### config.mk
export PLATFORM = sky130hd
export DESIGN_NAME = adc_input_select_timing
export DESIGN_NICKNAME = d
export VERILOG_FILES = /design/src/verilog/adc_select_pkg.sv /design/src/verilog/adc_input_select_timing.sv /design/src/verilog/channel_decode.sv /design/src/verilog/stage_timer.sv
export SDC_FILE = /design/constraint.sdc
export NUM_CORES = 1
export LEC_CHECK = 0
export BUFFER_PORTS_ARGS = -buffer_cell sky130_fd_sc_hd__buf_2
export CORE_AREA = 4 4 119 121
export CTS_CLUSTER_SIZE = 30
export DETAILED_ROUTE_END_ITERATION = 7
export DIE_AREA = 0 0 123 125
export PLACE_DENSITY_LB_ADDON = 0.25
export SLEW_MARGIN = 5
export SYNTH_ARGS = -nofsm -noshare
export SYNTH_HDL_FRONTEND = slang
export SYNTH_HIERARCHICAL = 1
export SYNTH_SLANG_ARGS = --single-unit
### constraint.sdc
create_clock -name clk -period 5.6 [get_ports clk]
set_input_delay 0.56 -clock clk [delete_from_list [all_inputs] [get_ports clk]]
set_output_delay 0.56 -clock clk [all_outputs]
set_load 0.01 [all_outputs]
### src/verilog/adc_select_pkg.sv
// Shared constants for the converter input select and stage timing block.
package adc_select_pkg;

	// ------------------------------------------------------------------
	// Register indices; byte address is four times the index.
	// ------------------------------------------------------------------
	localparam logic [13:0] IDX_POS_CHANNEL = 14'h1d1f;
	localparam logic [13:0] IDX_NEG_CHANNEL = 14'h1d20;
	localparam logic [13:0] IDX_ACQUISITION = 14'h1d21;
	localparam logic [13:0] IDX_PRECHARGE   = 14'h1d24;
	localparam logic [13:0] IDX_REFERENCE   = 14'h1d2b;
	localparam logic [13:0] IDX_CONTROL     = 14'h1d30;
	localparam logic [13:0] IDX_STATUS      = 14'h1d31;

	// ------------------------------------------------------------------
	// Field layouts.
	// ------------------------------------------------------------------
	localparam int CHANNEL_W  = 6;
	localparam int COUNT_W    = 13;
	localparam int STAGE_W    = 14;
	localparam int REF_W      = 2;
	localparam int HIGH_LSB   = 8;
	localparam int HIGH_MSB   = 12;
	localparam int CTRL_GO    = 0;
	localparam int CTRL_RCSEL = 1;
	localparam int STAT_BUSY  = 2;

	// ------------------------------------------------------------------
	// Reset values.
	// ------------------------------------------------------------------
	localparam logic [CHANNEL_W-1:0] CHANNEL_RESET = 6'h00;
	localparam logic [COUNT_W-1:0]   COUNT_RESET   = 13'h0000;
	localparam logic [REF_W-1:0]     REF_RESET     = 2'h0;

	// ------------------------------------------------------------------
	// Encodings.
	// ------------------------------------------------------------------
	localparam logic [REF_W-1:0] REF_SUPPLY   = 2'h0;
	localparam logic [REF_W-1:0] REF_EXTERNAL = 2'h2;
	localparam logic [REF_W-1:0] REF_FIXED    = 2'h3;

	localparam logic [CHANNEL_W-1:0] CH_GROUND_SENSE = 6'h03;
	localparam logic [CHANNEL_W-1:0] CH_PORTA_LAST   = 6'h05;
	localparam logic [CHANNEL_W-1:0] CH_PORTB_FIRST  = 6'h0c;
	localparam logic [CHANNEL_W-1:0] CH_PORTC_LAST   = 6'h17;
	localparam logic [CHANNEL_W-1:0] CH_INTERNAL_LO  = 6'h39;
	localparam int                   INTERNAL_N      = 7;

	// Acquisition length used when its count is zero but precharge is not.
	localparam logic [STAGE_W-1:0] ACQUISITION_DEFAULT = 14'h2000;

	localparam logic [1:0] STAGE_IDLE      = 2'h0;
	localparam logic [1:0] STAGE_PRECHARGE = 2'h1;
	localparam logic [1:0] STAGE_ACQUIRE   = 2'h2;
	localparam logic [1:0] STAGE_CONVERT   = 2'h3;

	typedef enum logic [1:0] {
		SEQ_IDLE,
		SEQ_PRECHARGE,
		SEQ_ACQUIRE,
		SEQ_CONVERT
	} seq_state_type;

endpackage

### src/verilog/adc_input_select_timing.sv
// Converter input select, reference select and stage sequencer with Avalon-MM registers.
//
// Implementation choice: register access over Avalon-MM.
`timescale 1ns/1ps

// Functional notes
// - Reference code 11 fixed reference, 10 external pin, 00 supply; 01 reserved.
// - Positive top codes 111001-111111 select the seven internal sources.
// - Reserved channel codes on either side connect nothing.
// - Positive codes 000000-000101 and 001100-010111 are pins; 000011 ground sense.
// - Negative side uses the same pins; its code 000011 connects nothing.
// - Negative codes 111001-111111 map to the same internal sources.
// - Nonzero precharge count n lasts n system or RC clock periods.
// - Zero precharge count drops the precharge stage.
// - Nonzero acquisition count n lasts n periods of the chosen clock.
// - Zero acquisition gives 8192 clocks after precharge, none without it.
// - Precharge count reads and writes as high byte 12:8 and low byte 7:0.
// - Acquisition count likewise as two bytes; unused upper bits read zero.
// - After reset both channel selects and both counts are zero.
module adc_input_select_timing
	import adc_select_pkg::*;
#(
	parameter int CONVERT_CYCLES = 16
) (
	input  wire logic                  clk,
	input  wire logic                  rst_n,
	input  wire logic                  clk_en,
	input  wire logic [15:0]           address,
	input  wire logic                  read,
	input  wire logic                  write,
	input  wire logic [3:0]            byteenable,
	input  wire logic [31:0]           writedata,
	output logic [31:0]                readdata,
	output logic                       waitrequest,
	input  wire logic                  dedicated_rc_clock,
	output logic                       vref_to_supply,
	output logic                       vref_to_external,
	output logic                       vref_to_fixed,
	output logic                       pos_pin_enable,
	output logic [4:0]                 pos_pin_index,
	output logic                       pos_ground_sense,
	output logic [INTERNAL_N-1:0]      pos_internal_enable,
	output logic                       neg_pin_enable,
	output logic [4:0]                 neg_pin_index,
	output logic [INTERNAL_N-1:0]      neg_internal_enable,
	output logic                       precharge_active,
	output logic                       sample_active,
	output logic                       convert_active,
	output logic                       cycle_done
);

	// ------------------------------------------------------------------
	// Reset release.
	// ------------------------------------------------------------------
	logic rst_meta_q;
	logic rst_sync_n;

	always_ff @(posedge clk or negedge rst_n) begin
		if (!rst_n) begin
			rst_meta_q <= 1'b0;
			rst_sync_n <= 1'b0;
		end else begin
			rst_meta_q <= 1'b1;
			rst_sync_n <= rst_meta_q;
		end
	end

	// ------------------------------------------------------------------
	// Declarations.
	// ------------------------------------------------------------------
	logic [CHANNEL_W-1:0] pos_input_select_q;
	logic [CHANNEL_W-1:0] neg_input_select_q;
	logic [COUNT_W-1:0]   precharge_count_q;
	logic [COUNT_W-1:0]   acquisition_count_q;
	logic [REF_W-1:0]     vref_pos_select_q;
	logic                 go_q;
	logic                 rc_select_q;
	logic                 resp_q;
	logic [31:0]          readdata_q;
	logic [13:0]          index;
	logic                 request;
	logic                 wr_commit;

	seq_state_type        state_q;
	seq_state_type        state_d;
	logic [COUNT_W-1:0]   run_precharge_q;
	logic [COUNT_W-1:0]   run_acquisition_q;
	logic                 run_rc_q;
	logic                 rc_last_q;
	logic                 tick;
	logic                 timer_load;
	logic [STAGE_W-1:0]   timer_length;
	logic                 timer_done;
	logic [7:0]           convert_q;
	logic                 convert_last;

	logic                 pos_pin_d;
	logic [4:0]           pos_index_d;
	logic                 pos_gs_d;
	logic [INTERNAL_N-1:0] pos_int_d;
	logic                 neg_pin_d;
	logic [4:0]           neg_index_d;
	logic [INTERNAL_N-1:0] neg_int_d;

	// ------------------------------------------------------------------
	// Helpers.
	// ------------------------------------------------------------------

	// Merges the two byte lanes of a count write; bits above 12 are dropped.
	function automatic logic [COUNT_W-1:0] merge_count(
		input logic [COUNT_W-1:0] old_value,
		input logic [3:0]         lanes,
		input logic [31:0]        data
	);
		logic [COUNT_W-1:0] result;
		result = old_value;
		if (lanes[0]) begin
			result[HIGH_LSB-1:0] = data[7:0];
		end
		if (lanes[1]) begin
			result[HIGH_MSB:HIGH_LSB] = data[HIGH_MSB:HIGH_LSB];
		end
		return result;
	endfunction

	// Widens a count to the stage timer width.
	function automatic logic [STAGE_W-1:0] widen(input logic [COUNT_W-1:0] value);
		return {1'b0, value};
	endfunction

	// ------------------------------------------------------------------
	// Avalon-MM slave: one wait cycle on every access after reset while clk_en stays high.
	// ------------------------------------------------------------------
	assign index       = address[15:2];
	assign request     = (read || write) && rst_sync_n;
	assign waitrequest = request && !(resp_q && clk_en);
	assign wr_commit   = write && resp_q && clk_en;
	assign readdata    = readdata_q;

	always_ff @(posedge clk or negedge rst_sync_n) begin
		if (!rst_sync_n) begin
			resp_q <= 1'b0;
		end else if (clk_en) begin
			resp_q <= request && !resp_q;
		end
	end

	// Read data is captured while waitrequest is high and stands at the answer edge.
	always_ff @(posedge clk or negedge rst_sync_n) begin
		if (!rst_sync_n) begin
			readdata_q <= '0;
		end else if (clk_en && read && !resp_q) begin
			readdata_q <= '0;
			if (index == IDX_POS_CHANNEL) begin
				readdata_q[CHANNEL_W-1:0] <= pos_input_select_q;
			end else if (index == IDX_NEG_CHANNEL) begin
				readdata_q[CHANNEL_W-1:0] <= neg_input_select_q;
			end else if (index == IDX_ACQUISITION) begin
				readdata_q[COUNT_W-1:0] <= acquisition_count_q;
			end else if (index == IDX_PRECHARGE) begin
				readdata_q[COUNT_W-1:0] <= precharge_count_q;
			end else if (index == IDX_REFERENCE) begin
				readdata_q[REF_W-1:0] <= vref_pos_select_q;
			end else if (index == IDX_CONTROL) begin
				readdata_q[CTRL_GO]    <= go_q;
				readdata_q[CTRL_RCSEL] <= rc_select_q;
			end else if (index == IDX_STATUS) begin
				readdata_q[1:0]       <= state_q;
				readdata_q[STAT_BUSY] <= state_q != SEQ_IDLE;
			end
		end
	end

	// ------------------------------------------------------------------
	// Settings registers.
	// ------------------------------------------------------------------
	always_ff @(posedge clk or negedge rst_sync_n) begin
		if (!rst_sync_n) begin
			pos_input_select_q <= CHANNEL_RESET;
			neg_input_select_q <= CHANNEL_RESET;
		end else if (wr_commit && byteenable[0]) begin
			if (index == IDX_POS_CHANNEL) begin
				pos_input_select_q <= writedata[CHANNEL_W-1:0];
			end else if (index == IDX_NEG_CHANNEL) begin
				neg_input_select_q <= writedata[CHANNEL_W-1:0];
			end
		end
	end

	always_ff @(posedge clk or negedge rst_sync_n) begin
		if (!rst_sync_n) begin
			precharge_count_q   <= COUNT_RESET;
			acquisition_count_q <= COUNT_RESET;
		end else if (wr_commit) begin
			if (index == IDX_PRECHARGE) begin
				precharge_count_q <= merge_count(precharge_count_q, byteenable,
					writedata);
			end else if (index == IDX_ACQUISITION) begin
				acquisition_count_q <= merge_count(acquisition_count_q, byteenable,
					writedata);
			end
		end
	end

	always_ff @(posedge clk or negedge rst_sync_n) begin
		if (!rst_sync_n) begin
			vref_pos_select_q <= REF_RESET;
		end else if (wr_commit && byteenable[0] && index == IDX_REFERENCE) begin
			vref_pos_select_q <= writedata[REF_W-1:0];
		end
	end

	// Start bit: a write of one starts a cycle; hardware clears it at the end.
	// A new start written in the finishing cycle wins over the clear.
	always_ff @(posedge clk or negedge rst_sync_n) begin
		if (!rst_sync_n) begin
			go_q        <= 1'b0;
			rc_select_q <= 1'b0;
		end else if (clk_en) begin
			if (wr_commit && byteenable[0] && index == IDX_CONTROL) begin
				go_q        <= writedata[CTRL_GO] || (go_q && !cycle_done);
				rc_select_q <= writedata[CTRL_RCSEL];
			end else if (cycle_done) begin
				go_q <= 1'b0;
			end
		end
	end

	// ------------------------------------------------------------------
	// Timing clock selection.
	// ------------------------------------------------------------------
	always_ff @(posedge clk or negedge rst_sync_n) begin
		if (!rst_sync_n) begin
			rc_last_q <= 1'b0;
		end else if (clk_en) begin
			rc_last_q <= dedicated_rc_clock;
		end
	end

	// Each system clock is one period, or each rising edge of the RC clock.
	// The RC clock must run slower than half the system clock to be counted.
	assign tick = clk_en && (!run_rc_q || (dedicated_rc_clock && !rc_last_q));

	// ------------------------------------------------------------------
	// Stage sequencer.
	// ------------------------------------------------------------------
	assign convert_last = convert_q == 8'(CONVERT_CYCLES - 1);

	always_comb begin
		state_d      = state_q;
		timer_load   = 1'b0;
		timer_length = '0;
		case (state_q)
			SEQ_IDLE: begin
				if (go_q) begin
					timer_load = 1'b1;
					if (precharge_count_q != '0) begin
						state_d      = SEQ_PRECHARGE;
						timer_length = widen(precharge_count_q);
					end else if (acquisition_count_q != '0) begin
						state_d      = SEQ_ACQUIRE;
						timer_length = widen(acquisition_count_q);
					end else begin
						state_d = SEQ_CONVERT;
					end
				end
			end
			SEQ_PRECHARGE: begin
				if (timer_done) begin
					state_d    = SEQ_ACQUIRE;
					timer_load = 1'b1;
					if (run_acquisition_q == '0) begin
						timer_length = ACQUISITION_DEFAULT;
					end else begin
						timer_length = widen(run_acquisition_q);
					end
				end
			end
			SEQ_ACQUIRE: begin
				if (timer_done) begin
					state_d = SEQ_CONVERT;
				end
			end
			SEQ_CONVERT: begin
				if (convert_last) begin
					state_d = SEQ_IDLE;
				end
			end
			default: begin
				state_d = SEQ_IDLE;
			end
		endcase
	end

	always_ff @(posedge clk or negedge rst_sync_n) begin
		if (!rst_sync_n) begin
			state_q <= SEQ_IDLE;
		end else if (clk_en) begin
			state_q <= state_d;
		end
	end

	// Settings are frozen at the start so software writes cannot stretch a stage.
	always_ff @(posedge clk or negedge rst_sync_n) begin
		if (!rst_sync_n) begin
			run_precharge_q   <= COUNT_RESET;
			run_acquisition_q <= COUNT_RESET;
			run_rc_q          <= 1'b0;
		end else if (clk_en && state_q == SEQ_IDLE && go_q) begin
			run_precharge_q   <= precharge_count_q;
			run_acquisition_q <= acquisition_count_q;
			run_rc_q          <= rc_select_q;
		end
	end

	always_ff @(posedge clk or negedge rst_sync_n) begin
		if (!rst_sync_n) begin
			convert_q <= '0;
		end else if (clk_en) begin
			if (state_q == SEQ_CONVERT && !convert_last) begin
				convert_q <= convert_q + 8'h01;
			end else begin
				convert_q <= '0;
			end
		end
	end

	stage_timer u_stage_timer (
		.clk        (clk),
		.rst_sync_n (rst_sync_n),
		.clk_en     (clk_en),
		.load       (timer_load),
		.length     (timer_length),
		.tick       (tick),
		.done       (timer_done)
	);

	assign precharge_active = state_q == SEQ_PRECHARGE;
	assign sample_active    = state_q == SEQ_ACQUIRE;
	assign convert_active   = state_q == SEQ_CONVERT;
	assign cycle_done       = clk_en && state_q == SEQ_CONVERT && convert_last;

	// ------------------------------------------------------------------
	// Analog switch controls, registered.
	// ------------------------------------------------------------------
	channel_decode #(
		.NEGATIVE_SIDE (1'b0)
	) u_pos_decode (
		.code            (pos_input_select_q),
		.pin_enable      (pos_pin_d),
		.pin_index       (pos_index_d),
		.ground_sense    (pos_gs_d),
		.internal_enable (pos_int_d)
	);

	channel_decode #(
		.NEGATIVE_SIDE (1'b1)
	) u_neg_decode (
		.code            (neg_input_select_q),
		.pin_enable      (neg_pin_d),
		.pin_index       (neg_index_d),
		.ground_sense    (),
		.internal_enable (neg_int_d)
	);

	always_ff @(posedge clk or negedge rst_sync_n) begin
		if (!rst_sync_n) begin
			pos_pin_enable      <= 1'b0;
			pos_pin_index       <= '0;
			pos_ground_sense    <= 1'b0;
			pos_internal_enable <= '0;
			neg_pin_enable      <= 1'b0;
			neg_pin_index       <= '0;
			neg_internal_enable <= '0;
		end else if (clk_en) begin
			pos_pin_enable      <= pos_pin_d;
			pos_pin_index       <= pos_index_d;
			pos_ground_sense    <= pos_gs_d;
			pos_internal_enable <= pos_int_d;
			neg_pin_enable      <= neg_pin_d;
			neg_pin_index       <= neg_index_d;
			neg_internal_enable <= neg_int_d;
		end
	end

	// Reserved reference code opens all three switches.
	always_ff @(posedge clk or negedge rst_sync_n) begin
		if (!rst_sync_n) begin
			vref_to_supply   <= 1'b0;
			vref_to_external <= 1'b0;
			vref_to_fixed    <= 1'b0;
		end else if (clk_en) begin
			vref_to_supply   <= vref_pos_select_q == REF_SUPPLY;
			vref_to_external <= vref_pos_select_q == REF_EXTERNAL;
			vref_to_fixed    <= vref_pos_select_q == REF_FIXED;
		end
	end

endmodule

### src/verilog/channel_decode.sv
// Decodes a six-bit channel code into analog switch controls.
`timescale 1ns/1ps
module channel_decode
	import adc_select_pkg::*;
#(
	parameter bit NEGATIVE_SIDE = 1'b0
) (
	input  wire logic [CHANNEL_W-1:0]  code,
	output logic                       pin_enable,
	output logic [4:0]                 pin_index,
	output logic                       ground_sense,
	output logic [INTERNAL_N-1:0]      internal_enable
);

	always_comb begin
		pin_enable      = 1'b0;
		pin_index       = code[4:0];
		ground_sense    = 1'b0;
		internal_enable = '0;
		if (code >= CH_INTERNAL_LO) begin
			// Bit 0 op-amp, 1 ground, 2 temperature, 3-4 DACs, 5-6 buffers.
			internal_enable[3'(code - CH_INTERNAL_LO)] = 1'b1;
		end else if (code == CH_GROUND_SENSE) begin
			ground_sense = !NEGATIVE_SIDE;
		end else if (code <= CH_PORTA_LAST) begin
			pin_enable = 1'b1;
		end else if (code >= CH_PORTB_FIRST && code <= CH_PORTC_LAST) begin
			pin_enable = 1'b1;
		end
		// Every other code leaves all switches open.
	end

endmodule

### src/verilog/stage_timer.sv
// Down counter that times one conversion stage in selected clock ticks.
`timescale 1ns/1ps
module stage_timer
	import adc_select_pkg::*;
(
	input  wire logic               clk,
	input  wire logic               rst_sync_n,
	input  wire logic               clk_en,
	input  wire logic               load,
	input  wire logic [STAGE_W-1:0] length,
	input  wire logic               tick,
	output logic                    done
);

	logic [STAGE_W-1:0] remain_q;

	// Done when the last remaining tick arrives.
	assign done = tick && remain_q == 14'h0001;

	always_ff @(posedge clk or negedge rst_sync_n) begin
		if (!rst_sync_n) begin
			remain_q <= '0;
		end else if (clk_en) begin
			if (load) begin
				remain_q <= length;
			end else if (tick && remain_q != '0) begin
				remain_q <= remain_q - 14'h0001;
			end
		end
	end

endmodule

# Word-level counts from Yosys, hierarchy flattened
# Cells that the tools add are included.
op_classes:
  n_addsub: 4
  magnitude_cmp: 12
  eq_ne: 20
  n_mux: 49
  n_bitwise: 2
  n_reduce_logical: 53
op_table:
  columns: ["operator", "n"]
  rows:
  - ["$eq 14x13->1 const B", 7]
  - ["$mux 14", 4]
  - ["$mux 13", 4]
  - ["$mux 7", 4]
  - ["$pmux 14 s2", 1]
  - ["$reduce_bool 13->1", 2]
  - ["$logic_and 1x1->1", 25]
  - ["$mux 1", 19]
  - ["$eq 14x1->1 const B", 1]
  - ["$mux 2", 7]
  - ["$reduce_bool 14->1", 1]
  - ["$sub 14x1->14 const B", 1]
  - ["$logic_not 13->1", 1]
  - ["$eq 6x2->1 const B", 2]
  - ["$ge 6x4->1 const B", 2]
  - ["$ge 6x6->1 const B", 2]
  - ["$le 6x3->1 const B", 2]
  - ["$le 6x5->1 const B", 2]
  - ["$mux 6", 2]
  - ["$mux 10", 1]
  - ["$reduce_and 3->1", 3]
  - ["$add 8x1->8 const B", 1]
  - ["$eq 2x2->1 const B", 4]
  - ["$eq 8x4->1 const B", 1]
  - ["19 further kinds", 41]
totals:
  regBits: 127
  in_bits: 58
  output_inout_bits: 67
  elab_cells: 169

# Logic depth before layout (Yosys ltp)
# Gate-level depths: netlist of run 1.
depth:
  word_depth: 9
  ltp_mapped: 13
  ltp_nobuf: 10

# Hierarchy
# The synthesis of run 1 kept the hierarchy.
modules_own_cells:
  columns: ["module", "instances", "cells_each", "area_per_inst_um2", "seq_area_each_um2"]
  rows:
  - ["adc_input_select_timing", 1, 484, 5591.6, 2827.7]
  - ["stage_timer", 1, 115, 979.7, 350.3]
  - ["channel_decode at u_neg_decode", 1, 36, 256.5, 0.0]
  - ["channel_decode at u_pos_decode", 1, 34, 240.2, 0.0]

# Least setup slack after synthesis of run 1
# OpenSTA, ideal clock, no wires.
synth_path:
  path_kind: "flip-flop to output port"
  startpoint: "register rst_sync_n"
  endpoint: "output port waitrequest"
  arrival_ns: 3.892
  required_time_ns: 5.040
  setup_slack_ns: 1.148
  stages_incl_launch_ff: 3
  n_path_buf: 0
  cell_sequence: "dfrtp_1 o21ai_0 a21oi_1"
synth_between:
  elab_chain_len: 2
synth_rtl:
  columns: ["element", "line_no", "text"]
  rows:
  - ["start, declared", "adc_input_select_timing.sv:56", "logic rst_sync_n;"]
  - ["start signal, assigned", "adc_input_select_timing.sv:64", "rst_sync_n <= rst_meta_q;"]
  - ["$logic_and 1x1->1", "adc_input_select_timing.sv:135", "assign request = (read || write) && rst_sync_n;"]
  - ["$logic_and 1x1->1", "adc_input_select_timing.sv:136", "assign waitrequest = request && !(resp_q && clk_en);"]
  - ["end, declared", "adc_input_select_timing.sv:34", "output logic waitrequest,"]
# Every way passes these cells.

# Final worst setup path of run 1
layout_path:
  startpoint: "input port clk_en"
  endpoint: "register u_stage_timer.remain_q[9]"
layout_between:
  elab_chain_len: 6
  word_cells_on_any_way: 10
  cone_classes: "mux: 5; reduce/logical: 5"
layout_rtl:
  columns: ["element", "line_no", "text"]
  rows:
  - ["start, declared", "adc_input_select_timing.sv:27", "input wire logic clk_en,"]
  - ["$logic_and 1x1->1 *", "adc_input_select_timing.sv:242", "assign tick = clk_en && (!run_rc_q || (dedicated_rc_clock && !rc_last_q));"]
  - ["net tick", "adc_input_select_timing.sv:90", "logic tick;"]
  - ["$logic_and 1x1->1 *", "stage_timer.sv:18", "assign done = tick && remain_q == 14'h0001;"]
  - ["net timer_done", "adc_input_select_timing.sv:93", "logic timer_done;"]
  - ["$mux 1 *", "adc_input_select_timing.sv:269", "if (timer_done) begin"]
  - ["$pmux 1 s2 *", "adc_input_select_timing.sv:253", "case (state_q)"]
  - ["net timer_load", "adc_input_select_timing.sv:91", "logic timer_load;"]
  - ["$reduce_bool 2->1 (no source line)", null, null]
  - ["$reduce_and 2->1 (no source line)", null, null]
  - ["end signal, assigned", "stage_timer.sv:25", "remain_q <= length;"]
  - ["end signal, assigned", "stage_timer.sv:27", "remain_q <= remain_q - 14'h0001;"]
  - ["end, declared", "stage_timer.sv:15", "logic [STAGE_W-1:0] remain_q;"]
# Mark *: on every way through the listed nets, which the timed path passes. The rest lies on a longest branch.
# A chain may end at the register's enable or synchronous reset.

==> flow_summary.ini, run 1 <==
[detailed_routing]
drc_errors = 0
drtIter0Drc = 371
ant_nets = 0
avgViaCountPerCell = 5.95
first_pass_iters = 5
vias = 5449
drt-total-wl_um = 16500
wl_per_cell_um = 18.0

[power_and_ir_drop]
p_leak_nw = 3.78
p_per_area_nw_per_um2 = 303
ir_worst_vdd_uv = 227

[cts]
numCtsBuffers = 17
post-cts-setup-buffers = 0
root_buffer = clkbuf_16
cts.repair.resized = 0
clk_pin_slew_ps = 50
cts_tree = built
cts_max_level = 4
hold_buffers = 1
cts.path.max_buffers = 2
clk_latency_ps = 410
cts_sinks = 127

[worst_setup_path]
crit_type = input pin to register
cp-end-kind = register
path_cells = buf_2, clkinv_1, a21oi_1, nand2_1, nor4_1, nand2_1, nand2_1, inv_1, and3_1, mux2_1, nor2_1
r2r-end = u_stage_timer/remain_q[9]
cp-start-kind = input pin
slowest_stage = a21oi_1
cp-endpoint = u_stage_timer/remain_q[9]
cp_max_fo = 21
startpoint = clk_en
worst-path-stages = 11
cp_top_family = simple AND/OR/NAND/NOR gates
reg2regPathDepth = 10
path_buf_inv = 3
rrSetupSlack_ps = 2020
crit_top_cell = nand2_1
max_stage_delay_ps = 850
crit-reg2reg-launch = rc_last_q
crit_arrival_ps = 3940
critPathRequiredTime_ps = 5940

[global_route]
grt_pass1_vias = 5527
grt_usage = 0.223
gr-total-overflow = 0
grt_pass1_wl_um = 27500
grt_max_degree = 85
grt_antenna_before_repair = 0

[floorplanning]
dieArea_um2 = 15400
rows = 42
ioPinCount = 125
chipHeight_um = 125
start_util = 0.539
core-area_um2 = 13100
die_x_um = 123

[placed_design]
portBuffers = 82
gp_congestion = 0.891
dpl.hpwl_um = 11800

[hold_path]
hp-class = register to async pin

[sta]
skew_ps = 4.87
maxSlewViolCount = 0
min_period_over_period = 0.642
relSlewSlack = 0.273
finalHoldViolations = 0
rsz0062_at_grt = false
tightestPinTransition_ps = 1090
layout_min_cycle_time_ps = 3600
finalSetupViolations = 0
setup_tns_ps = 0
fmax_ghz = 0.278
finalHoldWorstSlack_ps = 318

[flow_run]
cap_viol_max_count = 0

[cells_and_area]
area_growth_pct = 13.5
final_nets = 803
drive_above_1_share = 0.293
num-fill-cells = 1039
n_antenna_cell = 0

[synth]
syn-instance-count = 667
netlist_area_um2 = 7060
ys.warnings.count = 6
syn_area_per_cell_um2 = 10.6

[outcome]
run_status = finished, final reports clean
[report_power, final]
part           internal (mW)  switching, mW  total, mW  leakage (nW)
Combinational          0.123          0.180      0.303          1.79
Clock                  0.694          0.371       1.07         0.282
Sequential             0.972         0.0821       1.05          1.71
[layer usage]
metal  track usage  wire length, um  vias up  share of wire
li1              -                -     2531              -
met1         0.281             6830     2723           0.41
met2         0.378             8540      166           0.52
met3        0.0438              773       29          0.047
met4        0.0866              320        0          0.019
met5             0                0        -              0
[area by class of cell]
| cell class | count | area [um2] | area share |
|---|---|---|---|
| inverters | 25 | 93.8 | 0.0117 |
| clock buffers | 24 | 492 | 0.0614 |
| multi-input cells | 472 | 3490 | 0.436 |
| repair buffers | 86 | 443 | 0.0553 |
| well taps | 176 | 220 | 0.0275 |
| flip-flops and latches | 127 | 3180 | 0.397 |
| clock inverters | 6 | 82.6 | 0.0103 |
[how the worst min path moves through the flow]
| stage | from | to | slack [ps] | cells after the start |
|---|---|---|---|---|
| 4_1_cts | rst_sync_n | neg_internal_enable[5] | 340 | 0 |
| 5_1_grt | rst_sync_n | neg_internal_enable[0] | 350 | 0 |
| 6_report | rst_sync_n | neg_internal_enable[1] | 320 | 0 |
| 3_5_place_dp | rst_sync_n | neg_internal_enable[5] | 330 | 0 |
| 3_3_place_gp | rst_sync_n | resp_q | 320 | 0 |
| 2_1_floorplan | rst_n | rst_meta_q | 260 | 0 |
[through the flow]
step,worst slack [ps],cell area (um2),power (mW),cells,util
5_1_grt,1640,8010,2.52,916,0.612
6_report,2000,8010,2.42,916,0.612
3_3_place_gp,1740,7420,1.35,885,0.567
4_1_cts,2040,8010,2.44,916,0.612
2_1_floorplan,1150,7120,1.28,685,-
3_5_place_dp,1590,7420,1.37,885,0.567
[registers in the layout (all words and copies together), names as in the netlist, 2 cells and up]
| name | count |
|---|---|
| state_q | 2 |
| neg_internal_enable | 7 |
| acquisition_count_q | 13 |
| pos_pin_index | 5 |
| precharge_count_q | 13 |
| neg_pin_index | 5 |
| readdata | 13 |
| pos_internal_enable | 7 |
| u_stage_timer/remain_q | 14 |
| run_acquisition_q | 13 |
| pos_input_select_q | 6 |
| convert_q | 8 |
| neg_input_select_q | 6 |
| vref_pos_select_q | 2 |
[layout by cell type (no fill, tap or decap), drive strengths merged, types with 3 or more instances in the layout]
cell,count
dfrtp,127
mux2,89
buf,85
nand2,48
a21oi,33
o21ai,33
nor2,29
inv,24
clkbuf,24
nor4,21
conb,20
nand3,20
ha,16
nor3,16
and3,12
a22oi,10
and2,10
nand3b,9
nand4,9
o311ai,9
nand2b,8
o31ai,8
o22ai,5
nor4b,5
o211ai,5
a31oi,5
xnor2,4
nor2b,4
nand4b,4
clkinv,4
xor2,3
nor3b,3
or4b,3
No activity file was read; power rests on OpenSTA's default activity.
==> run 2: changes to the inputs <==
--- a/config.mk
+++ b/config.mk
@@ -5,11 +5,12 @@
 export SDC_FILE = /design/constraint.sdc
 export NUM_CORES = 1
 export LEC_CHECK = 0
+export ABC_AREA = 1
 export BUFFER_PORTS_ARGS = -buffer_cell sky130_fd_sc_hd__buf_2
-export CORE_AREA = 4 4 119 121
+export CORE_AREA = 4 4 120 122
 export CTS_CLUSTER_SIZE = 30
 export DETAILED_ROUTE_END_ITERATION = 7
-export DIE_AREA = 0 0 123 125
+export DIE_AREA = 0 0 124 126
 export PLACE_DENSITY_LB_ADDON = 0.25
 export SLEW_MARGIN = 5
 export SYNTH_ARGS = -nofsm -noshare
==> constraint.sdc (replaced) <==
create_clock -name clk -period 3.72 [get_ports clk]
set_input_delay 0.372 -clock clk [delete_from_list [all_inputs] [get_ports clk]]
set_output_delay 0.372 -clock clk [all_outputs]
set_load 0.01 [all_outputs]
==> run 2 against run 1 <==
- synthesized cell count up 42%
- design area up 2.0%
- via count up 13%
- synthesized area up 1.5%
- clock power up 64%
- setup slack worse by 1100 ps
- critical path depth up 1
- critical path type is now register to register
- global-route usage up 0.26 points
- largest power group unchanged
- die area up 1.6%
- core utilization up 0.73 points
- routed wire length up 2.5%
==> flow_summary.ini, run 2 <==
[outcome]
run_status = finished, final reports clean

[global_route]
grt_antenna_before_repair = 0
grt_pass1_wl_um = 28400
grt_max_degree = 64
gr-total-overflow = 0
grt_pass1_vias = 6036
grt_usage = 0.226

[power_and_ir_drop]
p_leak_nw = 4.35
ir_worst_vdd_uv = 283
p_per_area_nw_per_um2 = 508

[cells_and_area]
final_common_cell = nand2_1
final_nets = 1088
final_cell_mix = nand2_1 (327), dfrtp_1 (126), inv_1 (99)
top_register = u_stage_timer/remain_q
n_antenna_cell = 0
largest_reg_flops = 14
instances_no_fill = 1203
drive_above_1_share = 0.169
num-fill-cells = 1176
area_growth_pct = 14.1

[cts]
cts_max_level = 4
cts_tree = built
post-cts-setup-buffers = 0
numCtsBuffers = 17
clk_latency_ps = 420
cts_sinks = 127
cts.repair.resized = 0
cts.path.max_buffers = 2
hold_buffers = 1
root_buffer = clkbuf_16
clk_pin_slew_ps = 60

[detailed_routing]
ant_nets = 0
vias = 6142
drc_errors = 0
avgViaCountPerCell = 5.11
drtIter0Drc = 435
wl_per_cell_um = 14.0
drt-total-wl_um = 16900
first_pass_iters = 5

[floorplanning]
die_x_um = 124
rows = 42
start_util = 0.543
dieArea_um2 = 15600
chipHeight_um = 126
core-area_um2 = 13200
ioPinCount = 125

[worst_setup_path]
cp_max_fo = 20
crit-reg2reg-launch = u_stage_timer/remain_q[10]
critPathRequiredTime_ps = 4080
cp-start-kind = register
startpoint = u_stage_timer/remain_q[10]
cp-endpoint = u_stage_timer/remain_q[12]
crit_type = register to register
cp-end-kind = register
r2r-end = u_stage_timer/remain_q[12]
rrSetupSlack_ps = 900
crit_arrival_ps = 3170
reg2regPathDepth = 12

[sta]
fmax_ghz = 0.355
min_period_over_period = 0.757
finalHoldViolations = 0
maxSlewViolCount = 0
finalSetupViolations = 0
skew_ps = 5.92
relSlewSlack = 0.456
tightestPinTransition_ps = 815
setup_tns_ps = 0
layout_min_cycle_time_ps = 2820
rsz0062_at_grt = false

[synth]
syn-instance-count = 944
ys.warnings.count = 6
syn_area_per_cell_um2 = 7.59
netlist_area_um2 = 7160

[placed_design]
dpl.hpwl_um = 12000
portBuffers = 82
dp.cells = 1170
gp_congestion = 0.853

[hold_path]
hp-class = register to async pin

[flow_run]
cap_viol_max_count = 0
-- run 2: how the worst min path moves through the flow --
stage / endpoint / slack (ps)
after CTS: rc_last_q / 190
after floorplan: rst_meta_q / 80
after global placement: rst_meta_q / 160
after detailed placement: rst_meta_q / 160
after global routing: rc_last_q / 210
final: pos_internal_enable[0] / 200
-- run 2: final cells by class --
type / instances / area, um2 / area share
tap: 176 / 220 / 0.0270
sequential: 127 / 3180 / 0.390
multi-input combinational: 673 / 3280 / 0.401
clock inverter: 13 / 189 / 0.0231
timing repair buffer: 89 / 465 / 0.0570
clock buffer: 19 / 433 / 0.0530
inverter: 106 / 400 / 0.0490
-- run 2: critical path, cell delays in order (launching register included) --
cell and delay [ps]:
dfrtp_1 410, nor2_1 180, nand2_1 130, nor4_1 560, nand2_1 210, nand2_1 110
buf_4 190, inv_1 230, nand2_1 150, nand2_2 250, inv_4 200, nand2_1 70
nand2_1 60
-- run 2: where the power goes --
part | internal, mW | switching (mW) | total [mW] | leakage [nW]
combinational | 0.278 | 0.548 | 0.826 | 2.32
sequential | 1.47 | 0.0990 | 1.57 | 1.74
clock | 1.12 | 0.633 | 1.76 | 0.298
total | 2.87 | 1.28 | 4.15 | 4.35
-- run 2: per-stage QoR --
step	power [mW]	hold WS, ps	instance area, um2	utilization	worst slack, ps
after floorplan	2.23	76.4	7230	-	926
after global placement	2.38	159	7540	0.571	907
after detailed placement	2.40	161	7540	0.571	817
after CTS	4.17	192	8170	0.619	923
after global routing	4.38	209	8170	0.619	606
final	4.15	200	8170	0.619	904
-- run 2: per-layer routing --
layer | wire length, um | global-route usage | part of all wire | vias up
met5 | 0 | 0 | 0 | -
met1 | 7420 | 0.291 | 0.44 | 2875
met4 | 284 | 0.0709 | 0.017 | 0
li1 | - | - | - | 3100
met2 | 8490 | 0.375 | 0.50 | 141
met3 | 681 | 0.0538 | 0.040 | 26
